[config.mk]
export PLATFORM = sky130hd
export DESIGN_NAME = cmpc_top
export DESIGN_NICKNAME = d
export VERILOG_FILES = /design/src/shared/cmpc_pkg.sv /design/src/rtl/cmpc_chan.sv /design/src/rtl/cmpc_top.sv
export SDC_FILE = /design/constraint.sdc
export NUM_CORES = 1
export LEC_CHECK = 0
export BUFFER_PORTS_ARGS = -buffer_cell sky130_fd_sc_hd__buf_2
export CORE_ASPECT_RATIO = 1.75
export CORE_MARGIN = 4
export CORE_UTILIZATION = 48
export CTS_BUF_LIST = sky130_fd_sc_hd__clkbuf_4
export CTS_CLUSTER_DIAMETER = 100
export DETAILED_ROUTE_END_ITERATION = 10
export PLACE_DENSITY = 0.79
export SETUP_SLACK_MARGIN = 0.5
export SLEW_MARGIN = 10
export SYNTH_ARGS = -nofsm -noshare
export SYNTH_HDL_FRONTEND = slang
export SYNTH_SLANG_ARGS = --single-unit
[constraint.sdc]
create_clock -name pclk -period 1.7 [get_ports pclk]
set_input_delay 0.17 -clock pclk [delete_from_list [all_inputs] [get_ports pclk]]
set_output_delay 0.17 -clock pclk [all_outputs]
set_load 0.005 [all_outputs]
[src/shared/cmpc_pkg.sv]
// constants and register map of the comparator control block
package cmpc_pkg;
    // ==================== register offsets
    localparam logic [11:0] ctrl_a_off0   = 12'h000;
    localparam logic [11:0] ctrl_b_off0   = 12'h004;
    localparam logic [11:0] ctrl_a_off1   = 12'h008;
    localparam logic [11:0] ctrl_b_off1   = 12'h00C;
    localparam logic [11:0] result_off    = 12'h010;
    localparam logic [11:0] irq_flag_off  = 12'h014;
    localparam logic [11:0] irq_en_off    = 12'h018;
    localparam logic [11:0] irq_ctl_off   = 12'h01C;
    localparam logic [11:0] analog_sel_off = 12'h020;
    localparam logic [11:0] pindir_off    = 12'h024;
    localparam logic [11:0] port_off      = 12'h028;
    // ==================== control a fields
    localparam int a_en_bit     = 7;
    localparam int a_res_bit    = 6;
    localparam int a_oe_bit     = 5;
    localparam int a_inv_bit    = 4;
    localparam int a_sp_bit     = 2;
    localparam int a_hys_bit    = 1;
    localparam int a_sync_bit   = 0;
    localparam logic [7:0] ctrl_a_rst  = 8'h04;
    localparam logic [7:0] ctrl_a_wmask = 8'hB7;
    // ==================== control b fields
    localparam int b_rise_bit   = 7;
    localparam int b_fall_bit   = 6;
    localparam int b_pos_lsb    = 4;
    localparam int b_neg_lsb    = 0;
    localparam logic [7:0] ctrl_b_rst  = 8'h00;
    localparam logic [7:0] ctrl_b_wmask = 8'hF3;
    // ==================== interrupt control fields
    localparam int ic_global_bit = 1;
    localparam int ic_group_bit  = 0;
    // ==================== positive input encodings
    localparam logic [1:0] pos_pin   = 2'h0;
    localparam logic [1:0] pos_dac   = 2'h1;
    localparam logic [1:0] pos_fixref = 2'h2;
    localparam logic [1:0] pos_gnd   = 2'h3;
endpackage

[src/rtl/cmpc_chan.sv]
// one comparator channel: routing, polarity, sync latch, edge flag
`timescale 1ns/1ps
module cmpc_chan (
    input  wire logic       pclk,
    input  wire logic       presetn,
    input  wire logic [7:0] ctrl_a,
    input  wire logic [7:0] ctrl_b,
    input  wire logic       analog_result,
    input  wire logic       tmr_clk_fall,
    input  wire logic       flag_clear,
    output logic            result_q,
    output logic            sync_out_q,
    output logic            flag_q,
    output logic [3:0]      pos_sel_q,
    output logic [3:0]      neg_sel_q,
    output logic            hys_q,
    output logic            sp_q
);
    logic       enabled;
    logic       result_d;
    logic       rise;
    logic       fall;
    logic [3:0] pos_dec;
    logic [3:0] neg_dec;

    // ==================== polarity and routing
    assign enabled  = ctrl_a[cmpc_pkg::a_en_bit];
    // disabled analog reads low, so polarity still toggles the output
    assign result_d = (enabled & analog_result) ^ ctrl_a[cmpc_pkg::a_inv_bit];
    assign pos_dec  = 4'h1 << ctrl_b[cmpc_pkg::b_pos_lsb +: 2];
    assign neg_dec  = 4'h1 << ctrl_b[cmpc_pkg::b_neg_lsb +: 2];
    assign rise = result_d & ~result_q;
    assign fall = ~result_d & result_q;

    // ==================== registers
    always_ff @(posedge pclk or negedge presetn) begin
        if (!presetn) begin
            result_q   <= 1'b0;
            sync_out_q <= 1'b0;
            flag_q     <= 1'b0;
            pos_sel_q  <= 4'h0;
            neg_sel_q  <= 4'h0;
            hys_q      <= 1'b0;
            sp_q       <= 1'b1;
        end else begin
            result_q  <= result_d;
            pos_sel_q <= enabled ? pos_dec : 4'h0;
            neg_sel_q <= enabled ? neg_dec : 4'h0;
            hys_q     <= ctrl_a[cmpc_pkg::a_hys_bit];
            sp_q      <= ctrl_a[cmpc_pkg::a_sp_bit];
            // falling timer edge latches; timer counts on rising, so no race
            if (!ctrl_a[cmpc_pkg::a_sync_bit] || tmr_clk_fall) begin
                sync_out_q <= result_d;
            end
            // set wins over a clear in the same cycle
            flag_q <= (rise & ctrl_b[cmpc_pkg::b_rise_bit])
                    | (fall & ctrl_b[cmpc_pkg::b_fall_bit])
                    | (flag_q & ~flag_clear);
        end
    end
endmodule // cmpc_chan

[src/rtl/cmpc_top.sv]
// comparator digital control top with apb register file
// ====================
//
// Implementation choices: the APB register port and the placing of the registers.
`timescale 1ns/1ps
module cmpc_top #(
    parameter int N_CMP  = 2,
    parameter int N_PINS = 6
) (
    input  wire logic              pclk,
    input  wire logic              presetn,
    input  wire logic              psel,
    input  wire logic              penable,
    input  wire logic              pwrite,
    input  wire logic [11:0]       paddr,
    input  wire logic [31:0]       pwdata,
    output logic      [31:0]       prdata,
    output logic                   pready,
    output logic                   pslverr,
    input  wire logic [N_CMP-1:0]  analog_result,
    input  wire logic              tmr_src_clk,
    input  wire logic              tmr_presc_clk,
    input  wire logic              tmr_presc_on,
    input  wire logic [N_PINS-1:0] port_in,
    output logic      [N_CMP-1:0]  timer_gate_src,
    output logic      [N_CMP-1:0]  pwm_shutdown_src,
    output logic      [N_CMP-1:0]  out_pin,
    output logic      [N_CMP-1:0]  out_pin_oe,
    output logic      [N_CMP-1:0]  hysteresis_enable,
    output logic      [N_CMP-1:0]  speed_power_select,
    output logic      [4*N_CMP-1:0] positive_input_select,
    output logic      [4*N_CMP-1:0] negative_input_select,
    output logic                   irq
);
    // ==================== registers
    logic [7:0]        ctrl_a_q [N_CMP];
    logic [7:0]        ctrl_b_q [N_CMP];
    logic [N_CMP-1:0]  irq_en_q;
    logic [1:0]        irq_ctl_q;
    logic [N_PINS-1:0] analog_sel_q;
    logic [N_PINS-1:0] pindir_q;
    logic              tmr_clk_q;
    logic              pready_q;
    logic [31:0]       prdata_q;
    logic              pslverr_q;
    logic              irq_q;
    logic [N_CMP-1:0]  out_pin_q;
    logic [N_CMP-1:0]  out_oe_q;
    logic [N_CMP-1:0]  result;
    logic [N_CMP-1:0]  sync_out;
    logic [N_CMP-1:0]  flag;
    logic [N_CMP-1:0]  flag_clr;

    // ==================== bus decode
    logic        wr_en;
    logic        rd_en;
    logic        hit;
    logic [31:0] rd_mux;
    logic        tmr_clk;
    logic        tmr_fall;
    assign wr_en = psel & penable & pwrite & ~pready_q;
    assign rd_en = psel & penable & ~pwrite & ~pready_q;
    // latch clock follows prescaler output when one is in use
    assign tmr_clk  = tmr_presc_on ? tmr_presc_clk : tmr_src_clk;
    assign tmr_fall = tmr_clk_q & ~tmr_clk;
    // write-one-to-clear on the flag register
    assign flag_clr = (wr_en && paddr == cmpc_pkg::irq_flag_off) ?
                      pwdata[N_CMP-1:0] : '0;

    always_comb begin
        rd_mux = 32'h0000_0000;
        hit    = 1'b1;
        case (paddr)
            cmpc_pkg::ctrl_a_off0: rd_mux[7:0] = {ctrl_a_q[0][7], result[0], ctrl_a_q[0][5:0]};
            cmpc_pkg::ctrl_b_off0: rd_mux[7:0] = ctrl_b_q[0];
            cmpc_pkg::ctrl_a_off1: rd_mux[7:0] = (N_CMP > 1) ?
                {ctrl_a_q[N_CMP-1][7], result[N_CMP-1], ctrl_a_q[N_CMP-1][5:0]} : 8'h00;
            cmpc_pkg::ctrl_b_off1: rd_mux[7:0] = (N_CMP > 1) ? ctrl_b_q[N_CMP-1] : 8'h00;
            cmpc_pkg::result_off:   rd_mux[N_CMP-1:0] = result;
            cmpc_pkg::irq_flag_off: rd_mux[N_CMP-1:0] = flag;
            cmpc_pkg::irq_en_off:   rd_mux[N_CMP-1:0] = irq_en_q;
            cmpc_pkg::irq_ctl_off:  rd_mux[1:0] = irq_ctl_q;
            cmpc_pkg::analog_sel_off: rd_mux[N_PINS-1:0] = analog_sel_q;
            cmpc_pkg::pindir_off:   rd_mux[N_PINS-1:0] = pindir_q;
            cmpc_pkg::port_off:     rd_mux[N_PINS-1:0] = port_in & ~analog_sel_q;
            default:                hit = 1'b0;
        endcase
    end

    // ==================== channels
    genvar g;
    generate
        for (g = 0; g < N_CMP; g++) begin : g_ch
            logic [11:0] a_off;
            logic [11:0] b_off;
            assign a_off = (g == 0) ? cmpc_pkg::ctrl_a_off0 : cmpc_pkg::ctrl_a_off1;
            assign b_off = (g == 0) ? cmpc_pkg::ctrl_b_off0 : cmpc_pkg::ctrl_b_off1;
            always_ff @(posedge pclk or negedge presetn) begin
                if (!presetn) begin
                    ctrl_a_q[g] <= cmpc_pkg::ctrl_a_rst;
                    ctrl_b_q[g] <= cmpc_pkg::ctrl_b_rst;
                end else begin
                    if (wr_en && paddr == a_off) begin
                        ctrl_a_q[g] <= pwdata[7:0] & cmpc_pkg::ctrl_a_wmask;
                    end
                    if (wr_en && paddr == b_off) begin
                        ctrl_b_q[g] <= pwdata[7:0] & cmpc_pkg::ctrl_b_wmask;
                    end
                end
            end
            cmpc_chan u_chan (
                .pclk          (pclk),
                .presetn       (presetn),
                .ctrl_a        (ctrl_a_q[g]),
                .ctrl_b        (ctrl_b_q[g]),
                .analog_result (analog_result[g]),
                .tmr_clk_fall  (tmr_fall),
                .flag_clear    (flag_clr[g]),
                .result_q      (result[g]),
                .sync_out_q    (sync_out[g]),
                .flag_q        (flag[g]),
                .pos_sel_q     (positive_input_select[4*g +: 4]),
                .neg_sel_q     (negative_input_select[4*g +: 4]),
                .hys_q         (hysteresis_enable[g]),
                .sp_q          (speed_power_select[g])
            );
            assign timer_gate_src[g]   = sync_out[g];
            assign pwm_shutdown_src[g] = result[g];
        end
    endgenerate

    // ==================== misc registers and apb answer
    always_ff @(posedge pclk or negedge presetn) begin
        if (!presetn) begin
            irq_en_q  <= '0;
            irq_ctl_q <= 2'h0;
            analog_sel_q <= '0;
            pindir_q  <= '0;
            tmr_clk_q <= 1'b0;
            pready_q  <= 1'b0;
            prdata_q  <= 32'h0000_0000;
            pslverr_q <= 1'b0;
            irq_q     <= 1'b0;
            out_pin_q <= '0;
            out_oe_q  <= '0;
        end else begin
            tmr_clk_q <= tmr_clk;
            pready_q  <= psel & penable & ~pready_q;
            pslverr_q <= psel & penable & ~pready_q & ~hit;
            prdata_q  <= rd_en ? rd_mux : 32'h0000_0000;
            if (wr_en && paddr == cmpc_pkg::irq_en_off)  irq_en_q  <= pwdata[N_CMP-1:0];
            if (wr_en && paddr == cmpc_pkg::irq_ctl_off) irq_ctl_q <= pwdata[1:0];
            if (wr_en && paddr == cmpc_pkg::analog_sel_off) analog_sel_q <= pwdata[N_PINS-1:0];
            if (wr_en && paddr == cmpc_pkg::pindir_off)  pindir_q  <= pwdata[N_PINS-1:0];
            irq_q <= (|(flag & irq_en_q)) & irq_ctl_q[cmpc_pkg::ic_group_bit]
                     & irq_ctl_q[cmpc_pkg::ic_global_bit];
            // comparator outputs assumed on pin indices 0..N_CMP-1
            for (int i = 0; i < N_CMP; i++) begin
                out_pin_q[i] <= sync_out[i];
                out_oe_q[i]  <= ctrl_a_q[i][cmpc_pkg::a_oe_bit] & ~pindir_q[i];
            end
        end
    end

    assign prdata     = prdata_q;
    assign pready     = pready_q;
    assign pslverr    = pslverr_q;
    assign irq        = irq_q;
    assign out_pin    = out_pin_q;
    assign out_pin_oe = out_oe_q;
endmodule // cmpc_top

==> impl_metrics.py, run 1 <==
metrics = {
    "flow_run": {
        "max-cap-violations": 0,
    },
    "final_layout": {
        "layout-area-overhead-vs-synth_pct": 30.9,
        "drive_above_1_share_pct": 51.8,
        "num-nets-final": 483,
        "fin_area_um2": 5050,
    },
    "global_routing": {
        "grt_pass1_vias": 2986,
        "grt_pass1_wl_mm": 15.2,
        "overflow": 0,
        "grt_start_max_net_pins": 55,
        "antenna_found_initial": 1,
        "grt_usage_pct": 21.5,
    },
    "timing": {
        "hold_slack_ns": 0.0182,
        "setup_slack_ns": -0.156,
        "max_freq_ghz": 0.539,
        "hold_viol_final": 0,
        "fin_skew_ns": 0.0131,
        "finalMaxSlewViolations": 0,
        "min_period_ns": 1.86,
        "setup_viol_count_final": 39,
        "rsz0062_at_grt": "true",
        "finalCritPeriodShare_pct": 109,
    },
    "logic_synthesis": {
        "synth_cells": 306,
        "synth.avg_cell_area_um2": 12.6,
        "ys_warn_count": 0,
        "synth_area_um2": 3860,
        "ys_types": 52,
        "yosysSeqAreaShare_pct": 53.3,
        "ys_seq_elements": 82,
    },
    "floorplanning": {
        "dieHeight_um": 127,
        "die_w_um": 75.8,
        "initial_core_util_pct": 48.8,
        "dieArea_um2": 9590,
        "boundaryPins": 123,
        "fp-row-count": 43,
        "core_um2": 7910,
    },
    "detailed_routing": {
        "wire_per_inst_um": 19.0,
        "wirelength_mm": 9.84,
        "first_pass_iters": 5,
        "vias": 2838,
        "viasPerCell": 5.48,
        "drt_first_iter_violations": 171,
        "drc": 0,
        "drtAntennaViolNets": 0,
    },
    "clocking": {
        "cts_max_level": 3,
        "root_buffer": "clkbuf_4",
        "cts_buffers": 9,
        "clk_latency_ns": 0.42,
        "cts_tree": "yes",
        "clock_path_buffers": 2,
        "path_clk_slew_ns": 0.13,
        "cts_sinks": 82,
    },
    "power_and_ir_drop": {
        "worst_ir_drop_vdd_v": 0.000438,
        "power_mw": 3.50,
        "p_leak_nw": 2.59,
        "p_per_area_nw_per_um2": 693,
    },
    "place": {
        "place_hpwl_mm": 6.76,
        "portBuffers": 74,
        "post_dp_cell_area_um2": 4390,
        "place_ws_ns": -0.433,
        "place.gp.congestion": 0.913,
    },
    "setup_path": {
        "crit_arrival_ns": 2.19,
        "crit_type": "flip-flop to flip-flop",
        "cp.required_ns": 2.04,
        "critPathCaptureType": "flip-flop",
        "critical_path.startpoint_type": "flip-flop",
        "cp_max_fo": 4,
        "rr_worst_depth": 4,
    },
    "hold_path": {
        "hp-class": "input port to flip-flop",
        "min_path_cells": 2,
    },
    "status": {
        "violations": "setup timing",
        "status": "finished with violations",
    },
}
-- critical path: stages, from the launching register on --
cell      delay (ns)
dfrtp_1         0.40
nand3b_1        0.20
or3_4           0.41
or4b_4          0.58
a31oi_1         0.18
-- area by class of cell --
| type | count | area, um2 |
|---|---|---|
| fill | 601 | 2860 |
| multi-input combinational | 195 | 1810 |
| antenna | 1 | 2.50 |
| inverter | 10 | 40.0 |
| clock buffer | 9 | 67.6 |
| timing repair buffer | 125 | 878 |
| sequential | 82 | 2060 |
| tap | 90 | 113 |
| clock inverter | 6 | 82.6 |
-- Yosys cell counts (all sizes together) --
cell	number	area share, %
dfrtp	78	51
mux2	42	12
buf	36	6.8
nor2	14	1.4
nand2	13	1.3
a21oi	10	1.3
inv	10	0.97
nand3b	8	1.6
and3	7	1.2
clkbuf	6	0.62
mux2i	6	1.6
nor3b	6	1.2
mux4	5	2.9
o21ai	5	0.65
and3b	4	0.91
dfstp	4	2.7
nand3	4	1.5
nor2b	4	0.65
a211oi	3	0.58
a31oi	3	0.49
nand2b	3	0.49
nor3	3	0.81
nor4	3	1.3
or2	3	0.49
or4b	3	0.78
a32oi	2	0.45
nand4b	2	0.45
o211ai	2	0.39
o31ai	2	0.39
or3	2	0.45
or4	2	0.58
xnor2	2	0.45
a22oi	1	0.19
a311oi	1	0.23
and2	1	0.16
and4b	1	0.26
conb	1	0.097
nand4	1	0.16
nand4bb	1	0.29
nor4b	1	0.23
o2bb2ai	1	0.23
-- placed cells by master (no fill, tap or decap), types with 3 or more instances in the layout --
master         count
buf_4             26
mux2_2            17
nor2b_1            4
a21oi_1            9
inv_1              9
nand3b_1           8
mux2_4            25
mux4_2             5
and3b_1            4
nor2_1            12
mux2i_1            6
nand2_1           13
nand3_4            3
buf_2             71
dfrtp_1           76
and3_1             5
o21ai_0            5
nor3b_1            4
dfstp_2            4
conb_1            24
clkbuf_4           9
dlygate4sd3_1      4
buf_6             22
nand2b_1           3
-- through the flow --
| step | util, % | std cells | setup TNS, ns |
|---|---|---|---|
| global route | 63.8 | 518 | -4.51 |
| detailed placement | 55.5 | 478 | -14.45 |
| floorplan | - | 329 | -7.83 |
| global placement | 55.5 | 478 | -13.83 |
| CTS | 62.3 | 509 | -0.801 |
| finish | 63.8 | 518 | -2.60 |
-- where the power goes --
group	internal [mW]	switching (mW)	leakage (nW)
combinational	0.134	0.184	1.41
clock	0.582	0.638	0.0832
sequential	1.96	0.00278	1.10
total	2.67	0.824	2.59
-- final timing paths --
| kind | startpoint | slack, ns | to |
|---|---|---|---|
| max in group asynchronous | presetn | 0.87 | ctrl_a_q[10] |
| worst max register to register | pready | -0.16 | prdata[1] |
| worst min-delay path | pwdata[7] | 0.02 | ctrl_b_q[15] |
| worst min register to register | ctrl_a_q[10] | 0.39 | g_ch[0].u_chan.sp_q |
| worst max-delay path | pready | -0.16 | prdata[1] |
| min in group asynchronous | presetn | 0.20 | ctrl_a_q[5] |
-- sequential cells by signal, summed over array words and instances (netlist names), 6 cells and up --
name,cells
ctrl_a_q,12
pindir_q,6
g_ch.u_chan.pos_sel_q,8
g_ch.u_chan.neg_sel_q,8
ctrl_b_q,12
analog_sel_q,6
prdata,8
-- routing by layer --
| layer | vias to the layer above | global-route usage, % | wire (um) |
|---|---|---|---|
| met4 | 0 | 13.8 | 468 |
| met3 | 33 | 4.36 | 575 |
| met1 | 1424 | 23.9 | 3370 |
| met2 | 116 | 35.7 | 5430 |
| li1 | 1265 | - | - |
| met5 | - | 0 | 0 |
-- cell families (layout without fill, tap and decap cells) --
family	count (synthesis)	after routing	share of synthesized area, %
mux	53	53	16.8
buf+inv	52	150	8.40
compound gates	30	30	4.90
other cells	1	25	0.0972
simple gates	86	86	16.0
flops	82	82	53.3
xor+xnor	2	2	0.454
-- repair_timing --
item | in CTS | in global routing
endpoints found under the setup margin | 58 | 58
buffers inserted | 12 | 8
resized for setup | 56 | 12
hold buffers | 4 | 0
pin swaps | 10 | 4
hold endpoints to repair | 33 | 0
No activity file was read; power rests on OpenSTA's default activity.
==> run 2, diff against run 1 <==
CELL_PAD_IN_SITES_DETAIL_PLACEMENT = 1   (was not set)
CELL_PAD_IN_SITES_GLOBAL_PLACEMENT = 2   (was not set)
CORE_UTILIZATION = 30   (was 48)
PLACE_DENSITY = not set   (was 0.79)
PLACE_DENSITY_LB_ADDON = 0.1   (was not set)
==> run 2 against run 1 <==
Against the previous run: the run still ends with setup timing left; clock skew decreased by 0.0026 ns; register-to-register slack improved by 0.04 ns; sequential power about the same; count of clock-buffer cells in the layout unchanged; clock power increased by 12%.
==> impl_metrics.py, run 2 (synthesis gave the netlist of run 1 again) <==
metrics = {
    "status": {
        "status": "finished with violations",
        "violations": "setup timing",
    },
    "floorplanning": {
        "initial_core_util_pct": 30.7,
        "core_um2": 12600,
        "dieHeight_um": 158,
        "boundaryPins": 123,
        "die_w_um": 93.7,
        "dieArea_um2": 14800,
        "fp-row-count": 54,
    },
    "detailed_routing": {
        "viasPerCell": 4.58,
        "wire_per_inst_um": 19.0,
        "drtAntennaViolNets": 0,
        "vias": 2714,
        "first_pass_iters": 4,
        "drc": 0,
        "drt_first_iter_violations": 70,
        "wirelength_mm": 11.3,
    },
    "timing": {
        "setup_slack_ns": -0.113,
        "finalMaxSlewViolations": 0,
        "hold_slack_ns": 0.0642,
        "fin_skew_ns": 0.0104,
        "setup_viol_count_final": 21,
        "rsz0062_at_grt": "true",
        "slew_headroom_pct": 65.1,
        "tightest_slew_ns": 0.522,
        "hold_viol_final": 0,
        "finalCritPeriodShare_pct": 107,
        "min_period_ns": 1.81,
        "max_freq_ghz": 0.552,
    },
    "hold_path": {
        "min_path_cells": 2,
        "hp-class": "input port to flip-flop",
        "holdCritStartpoint": "pwdata[5]",
        "worstHoldEndpoint": "pindir_q[5]",
    },
    "power_and_ir_drop": {
        "p_leak_nw": 2.58,
        "power_mw": 3.64,
        "seq_power_share_pct": 53.9,
        "power_frac_clock_pct": 37.6,
        "combPwrFrac_pct": 8.5,
        "worst_ir_drop_vdd_v": 0.000319,
        "internal-power_mw": 2.69,
        "switchingPower_uw": 944,
        "sw_frac_of_total_pct": 26.0,
        "p_per_area_nw_per_um2": 717,
    },
    "place": {
        "post_dp_cell_area_um2": 4570,
        "place_hpwl_mm": 8.49,
        "place.gp.congestion": 0.787,
        "portBuffers": 74,
    },
    "global_routing": {
        "antenna_found_initial": 1,
        "grt_start_max_net_pins": 31,
        "grt_usage_pct": 15.7,
        "grt_pass1_wl_mm": 17.4,
        "overflow": 0,
        "grt_pass1_vias": 3030,
    },
    "setup_path": {
        "crit_type": "flip-flop to flip-flop",
        "rr_worst_depth": 5,
        "reg2reg_slack_ns": -0.11,
        "r2r-end": "ctrl_a_q[9]",
        "rr_startpoint": "pready",
        "cp.required_ns": 2.04,
        "crit_arrival_ns": 2.15,
        "critPathCaptureType": "flip-flop",
        "cp_max_fo": 4,
        "critical_path.startpoint_type": "flip-flop",
    },
    "clocking": {
        "cts_sinks": 82,
        "cts_max_level": 3,
        "clock_path_buffers": 2,
        "path_clk_slew_ns": 0.15,
        "clk_latency_ns": 0.44,
        "cts_tree": "yes",
        "cts_buffers": 9,
        "root_buffer": "clkbuf_4",
    },
    "final_layout": {
        "layout-area-overhead-vs-synth_pct": 31.5,
        "reg.largest.list": "ctrl_a_q x12, ctrl_b_q x12",
        "fin_area_um2": 5070,
        "drive_above_1_share_pct": 50.7,
        "mostFrequentLayoutCell": "dfrtp_1",
        "num-nets-final": 479,
        "layout_common_cells": "dfrtp_1 (75), buf_2 (71), buf_4 (34)",
    },
    "flow_run": {
        "max-cap-violations": 0,
    },
}
## run 2: cell count changes in the layout (fill, tap and decap cells not counted), sizes merged
cell	before	now
clkinv	4	2
clkinvlp	0	1
dlygate4sd3	4	6
inv	10	12
buf	121	115
## run 2: through the flow
step | cells | setup slack (ns) | util, % | TNS [ns]
4_1_cts | 590 | -0.125 | 40.0 | -1.46
5_1_grt | 593 | -0.154 | 40.4 | -2.65
3_3_place_gp | 565 | -0.381 | 36.4 | -14.33
3_5_place_dp | 565 | -0.398 | 36.4 | -15.35
2_1_floorplan | 329 | -0.239 | - | -7.83
6_report | 593 | -0.113 | 40.4 | -1.21
## run 2: what timing repair did
item | in CTS | in global routing
gates cloned | 0 | 0
hold endpoints to repair | 53 | 0
gates resized for setup | 45 | 7
setup endpoints to repair | 59 | 59
pin swaps | 7 | 3
hold buffers | 6 | 0
buffers inserted | 3 | 2
## run 2: layout make-up
class / instances / area [um2]
well taps: 168 / 210
clock buffers: 9 / 67.6
inverters: 10 / 37.5
fillers: 1413 / 7500
multi-input cells: 195 / 1790
repair buffers: 121 / 801
clock inverters: 7 / 100
flip-flops and latches: 82 / 2060
diodes: 1 / 2.50
## run 2: per-layer routing
layer	wire length, um	up-vias	global-route usage (%)
met4	115	0	4.96
met3	453	5	2.14
met2	6370	70	29.6
met5	0	-	0
met1	4330	1382	17.8
li1	-	1257	-
## run 2: worst max path at each step
stage,from,slack (ns),endpoint,cells past startpoint
global route,pready,-0.15,ctrl_a_q[8],5
detailed placement,paddr[1],-0.40,ctrl_a_q[9],6
floorplan,paddr[1],-0.24,analog_sel_q[2],4
finish,pready,-0.11,ctrl_a_q[9],5
CTS,pready,-0.13,prdata[1],4
global placement,paddr[1],-0.38,prdata[0],5
## run 2: power by group through the flow
stage | Sequential [mW] | Combinational, mW | Clock [mW]
global placement | 2.00 | 0.284 | 0
finish | 1.96 | 0.308 | 1.37
global route | 1.96 | 0.341 | 1.50
CTS | 1.96 | 0.312 | 1.43
floorplan | 2.00 | 0.146 | 0
detailed placement | 2.00 | 0.287 | 0
## run 2: worst max-delay path, cell delays in order (launching register included)
cell      delay (ns)
dfrtp_1         0.39
nand3b_1        0.19
or3_4           0.41
nor3_4          0.23
buf_4           0.16
mux2_2          0.33
==> run 3, diff against run 2 <==
HOLD_SLACK_MARGIN = 0.08   (was not set)
==> run 3 against run 2 <==
Against the previous run: the flow still finishes with violations (setup timing); maximum frequency hardly changed; flip-flop and latch count stayed put; total power is 0.27% higher; clock skew hardly changed; routed wire length is 0.38% higher; via count is 0.55% higher; worst hold slack better by 0.026 ns; critical endpoint unchanged; sequential share of layout area is 0.24 points lower; combinational power is 2% higher; cell count is 0.51% higher; critical path depth stayed put.
==> impl_metrics.py, run 3 (synthesis gave the netlist of run 1 again) <==
metrics = {
    "place": {
        "portBuffers": 74,
        "post_dp_cell_area_um2": 4570,
        "place.gp.congestion": 0.787,
        "place_ws_ns": -0.398,
        "dp_cells": 565,
        "place_hpwl_mm": 8.49,
    },
    "clocking": {
        "cts_tree": "yes",
        "clock_path_buffers": 2,
        "path_clk_slew_ns": 0.14,
        "cts_sinks": 82,
        "clk_latency_ns": 0.44,
        "root_buffer": "clkbuf_4",
        "cts_buffers": 9,
        "cts_max_level": 3,
    },
    "timing": {
        "fin_skew_ns": 0.0104,
        "hold_slack_ns": 0.0898,
        "slew_headroom_pct": 65.1,
        "setup_viol_count_final": 21,
        "fin_setup_tns_ns": -1.18,
        "min_period_ns": 1.81,
        "hold_viol_final": 0,
        "setup_slack_ns": -0.114,
        "rsz0062_at_grt": "true",
        "finalMaxSlewViolations": 0,
        "tightest_slew_ns": 0.522,
        "max_freq_ghz": 0.551,
        "finalCritPeriodShare_pct": 107,
    },
    "detailed_routing": {
        "drc": 0,
        "first_pass_iters": 4,
        "wire_per_inst_um": 19.0,
        "drt_first_iter_violations": 70,
        "vias": 2729,
        "drtAntennaViolNets": 0,
        "wirelength_mm": 11.3,
        "viasPerCell": 4.58,
    },
    "final_layout": {
        "mostFrequentLayoutCell": "dfrtp_1",
        "fin_cells": 596,
        "fin_area_um2": 5100,
        "layout_common_cells": "dfrtp_1 (75), buf_2 (71), buf_4 (34)",
        "seqCellArea_um2": 2060,
        "multiInputGateArea_um2": 1790,
        "reg.largest.list": "ctrl_a_q x12, ctrl_b_q x12",
        "layout-area-overhead-vs-synth_pct": 32.2,
        "fin_util_pct": 40.6,
        "num-nets-final": 482,
        "fill_cells": 1414,
        "drive_above_1_share_pct": 50.4,
    },
    "hold_path": {
        "hp-class": "input port to flip-flop",
    },
    "flow_run": {
        "max-cap-violations": 0,
    },
    "global_routing": {
        "grt_usage_pct": 15.7,
        "antenna_found_initial": 1,
        "grt_pass1_vias": 3039,
        "overflow": 0,
        "grt_start_max_net_pins": 31,
        "grt_pass1_wl_mm": 17.5,
    },
    "status": {
        "status": "finished with violations",
        "violations": "setup timing",
    },
    "power_and_ir_drop": {
        "worst_ir_drop_vdd_v": 0.000315,
        "power_mw": 3.65,
        "p_per_area_nw_per_um2": 715,
        "p_leak_nw": 2.59,
    },
    "floorplanning": {
        "boundaryPins": 123,
        "fp-row-count": 54,
        "dieHeight_um": 158,
        "core_um2": 12600,
        "die_w_um": 93.7,
        "initial_core_util_pct": 30.7,
        "dieArea_um2": 14800,
    },
    "setup_path": {
        "cp.required_ns": 2.04,
        "crit_type": "flip-flop to flip-flop",
        "crit_arrival_ns": 2.15,
        "critical_path.startpoint_type": "flip-flop",
        "cp_max_fo": 4,
        "critPathCaptureType": "flip-flop",
    },
}
-- run 3: repair_timing --
action | 4_1_cts | 5_1_grt
setup buffers | 3 | 2
resized for setup | 45 | 7
pin swaps | 7 | 3
endpoints found under the hold margin | 107 | 0
endpoints found under the setup margin | 59 | 59
hold buffers | 9 | 0
-- run 3: cell type report --
class | instances | area share [%]
flip-flops and latches | 82 | 40.4
inverters | 10 | 0.736
clock inverters | 7 | 1.96
repair buffers | 124 | 16.3
multi-input cells | 195 | 35.1
diodes | 1 | 0.0491
well taps | 168 | 4.12
clock buffers | 9 | 1.32
-- run 3: path summary, 6_finish.rpt --
kind	cells after the start	endpoint	start	slack [ns]
min in group asynchronous	2	g_ch[0].u_chan.hys_q	presetn	0.20
setup / recovery	5	ctrl_a_q[9]	pready	-0.11
hold / removal	3	g_ch[1].u_chan.result_q	analog_result[1]	0.09
max in group asynchronous	3	ctrl_a_q[10]	presetn	0.93
hold reg to reg	0	g_ch[1].u_chan.sp_q	ctrl_a_q[2]	0.39
setup reg to reg	5	ctrl_a_q[9]	pready	-0.11
-- run 3: power breakdown --
group | internal [mW] | total [mW] | switching [mW]
clock network | 0.610 | 1.37 | 0.764
registers | 1.96 | 1.96 | 0.00250
logic | 0.130 | 0.313 | 0.183
total | 2.70 | 3.65 | 0.950
-- run 3: routing by layer --
layer | vias up | global-route usage (%) | wire length, um
met2 | 70 | 29.8 | 6390
met3 | 5 | 2.14 | 455
met1 | 1391 | 17.8 | 4350
met4 | 0 | 4.96 | 115
met5 | - | 0 | 0
li1 | 1263 | - | -
-- run 3: critical path: stages, from the launching register on --
cell and delay (ns):
dfrtp_1 0.39, nand3b_1 0.19, or3_4 0.41, nor3_4 0.23, buf_4 0.16, mux2_2 0.33
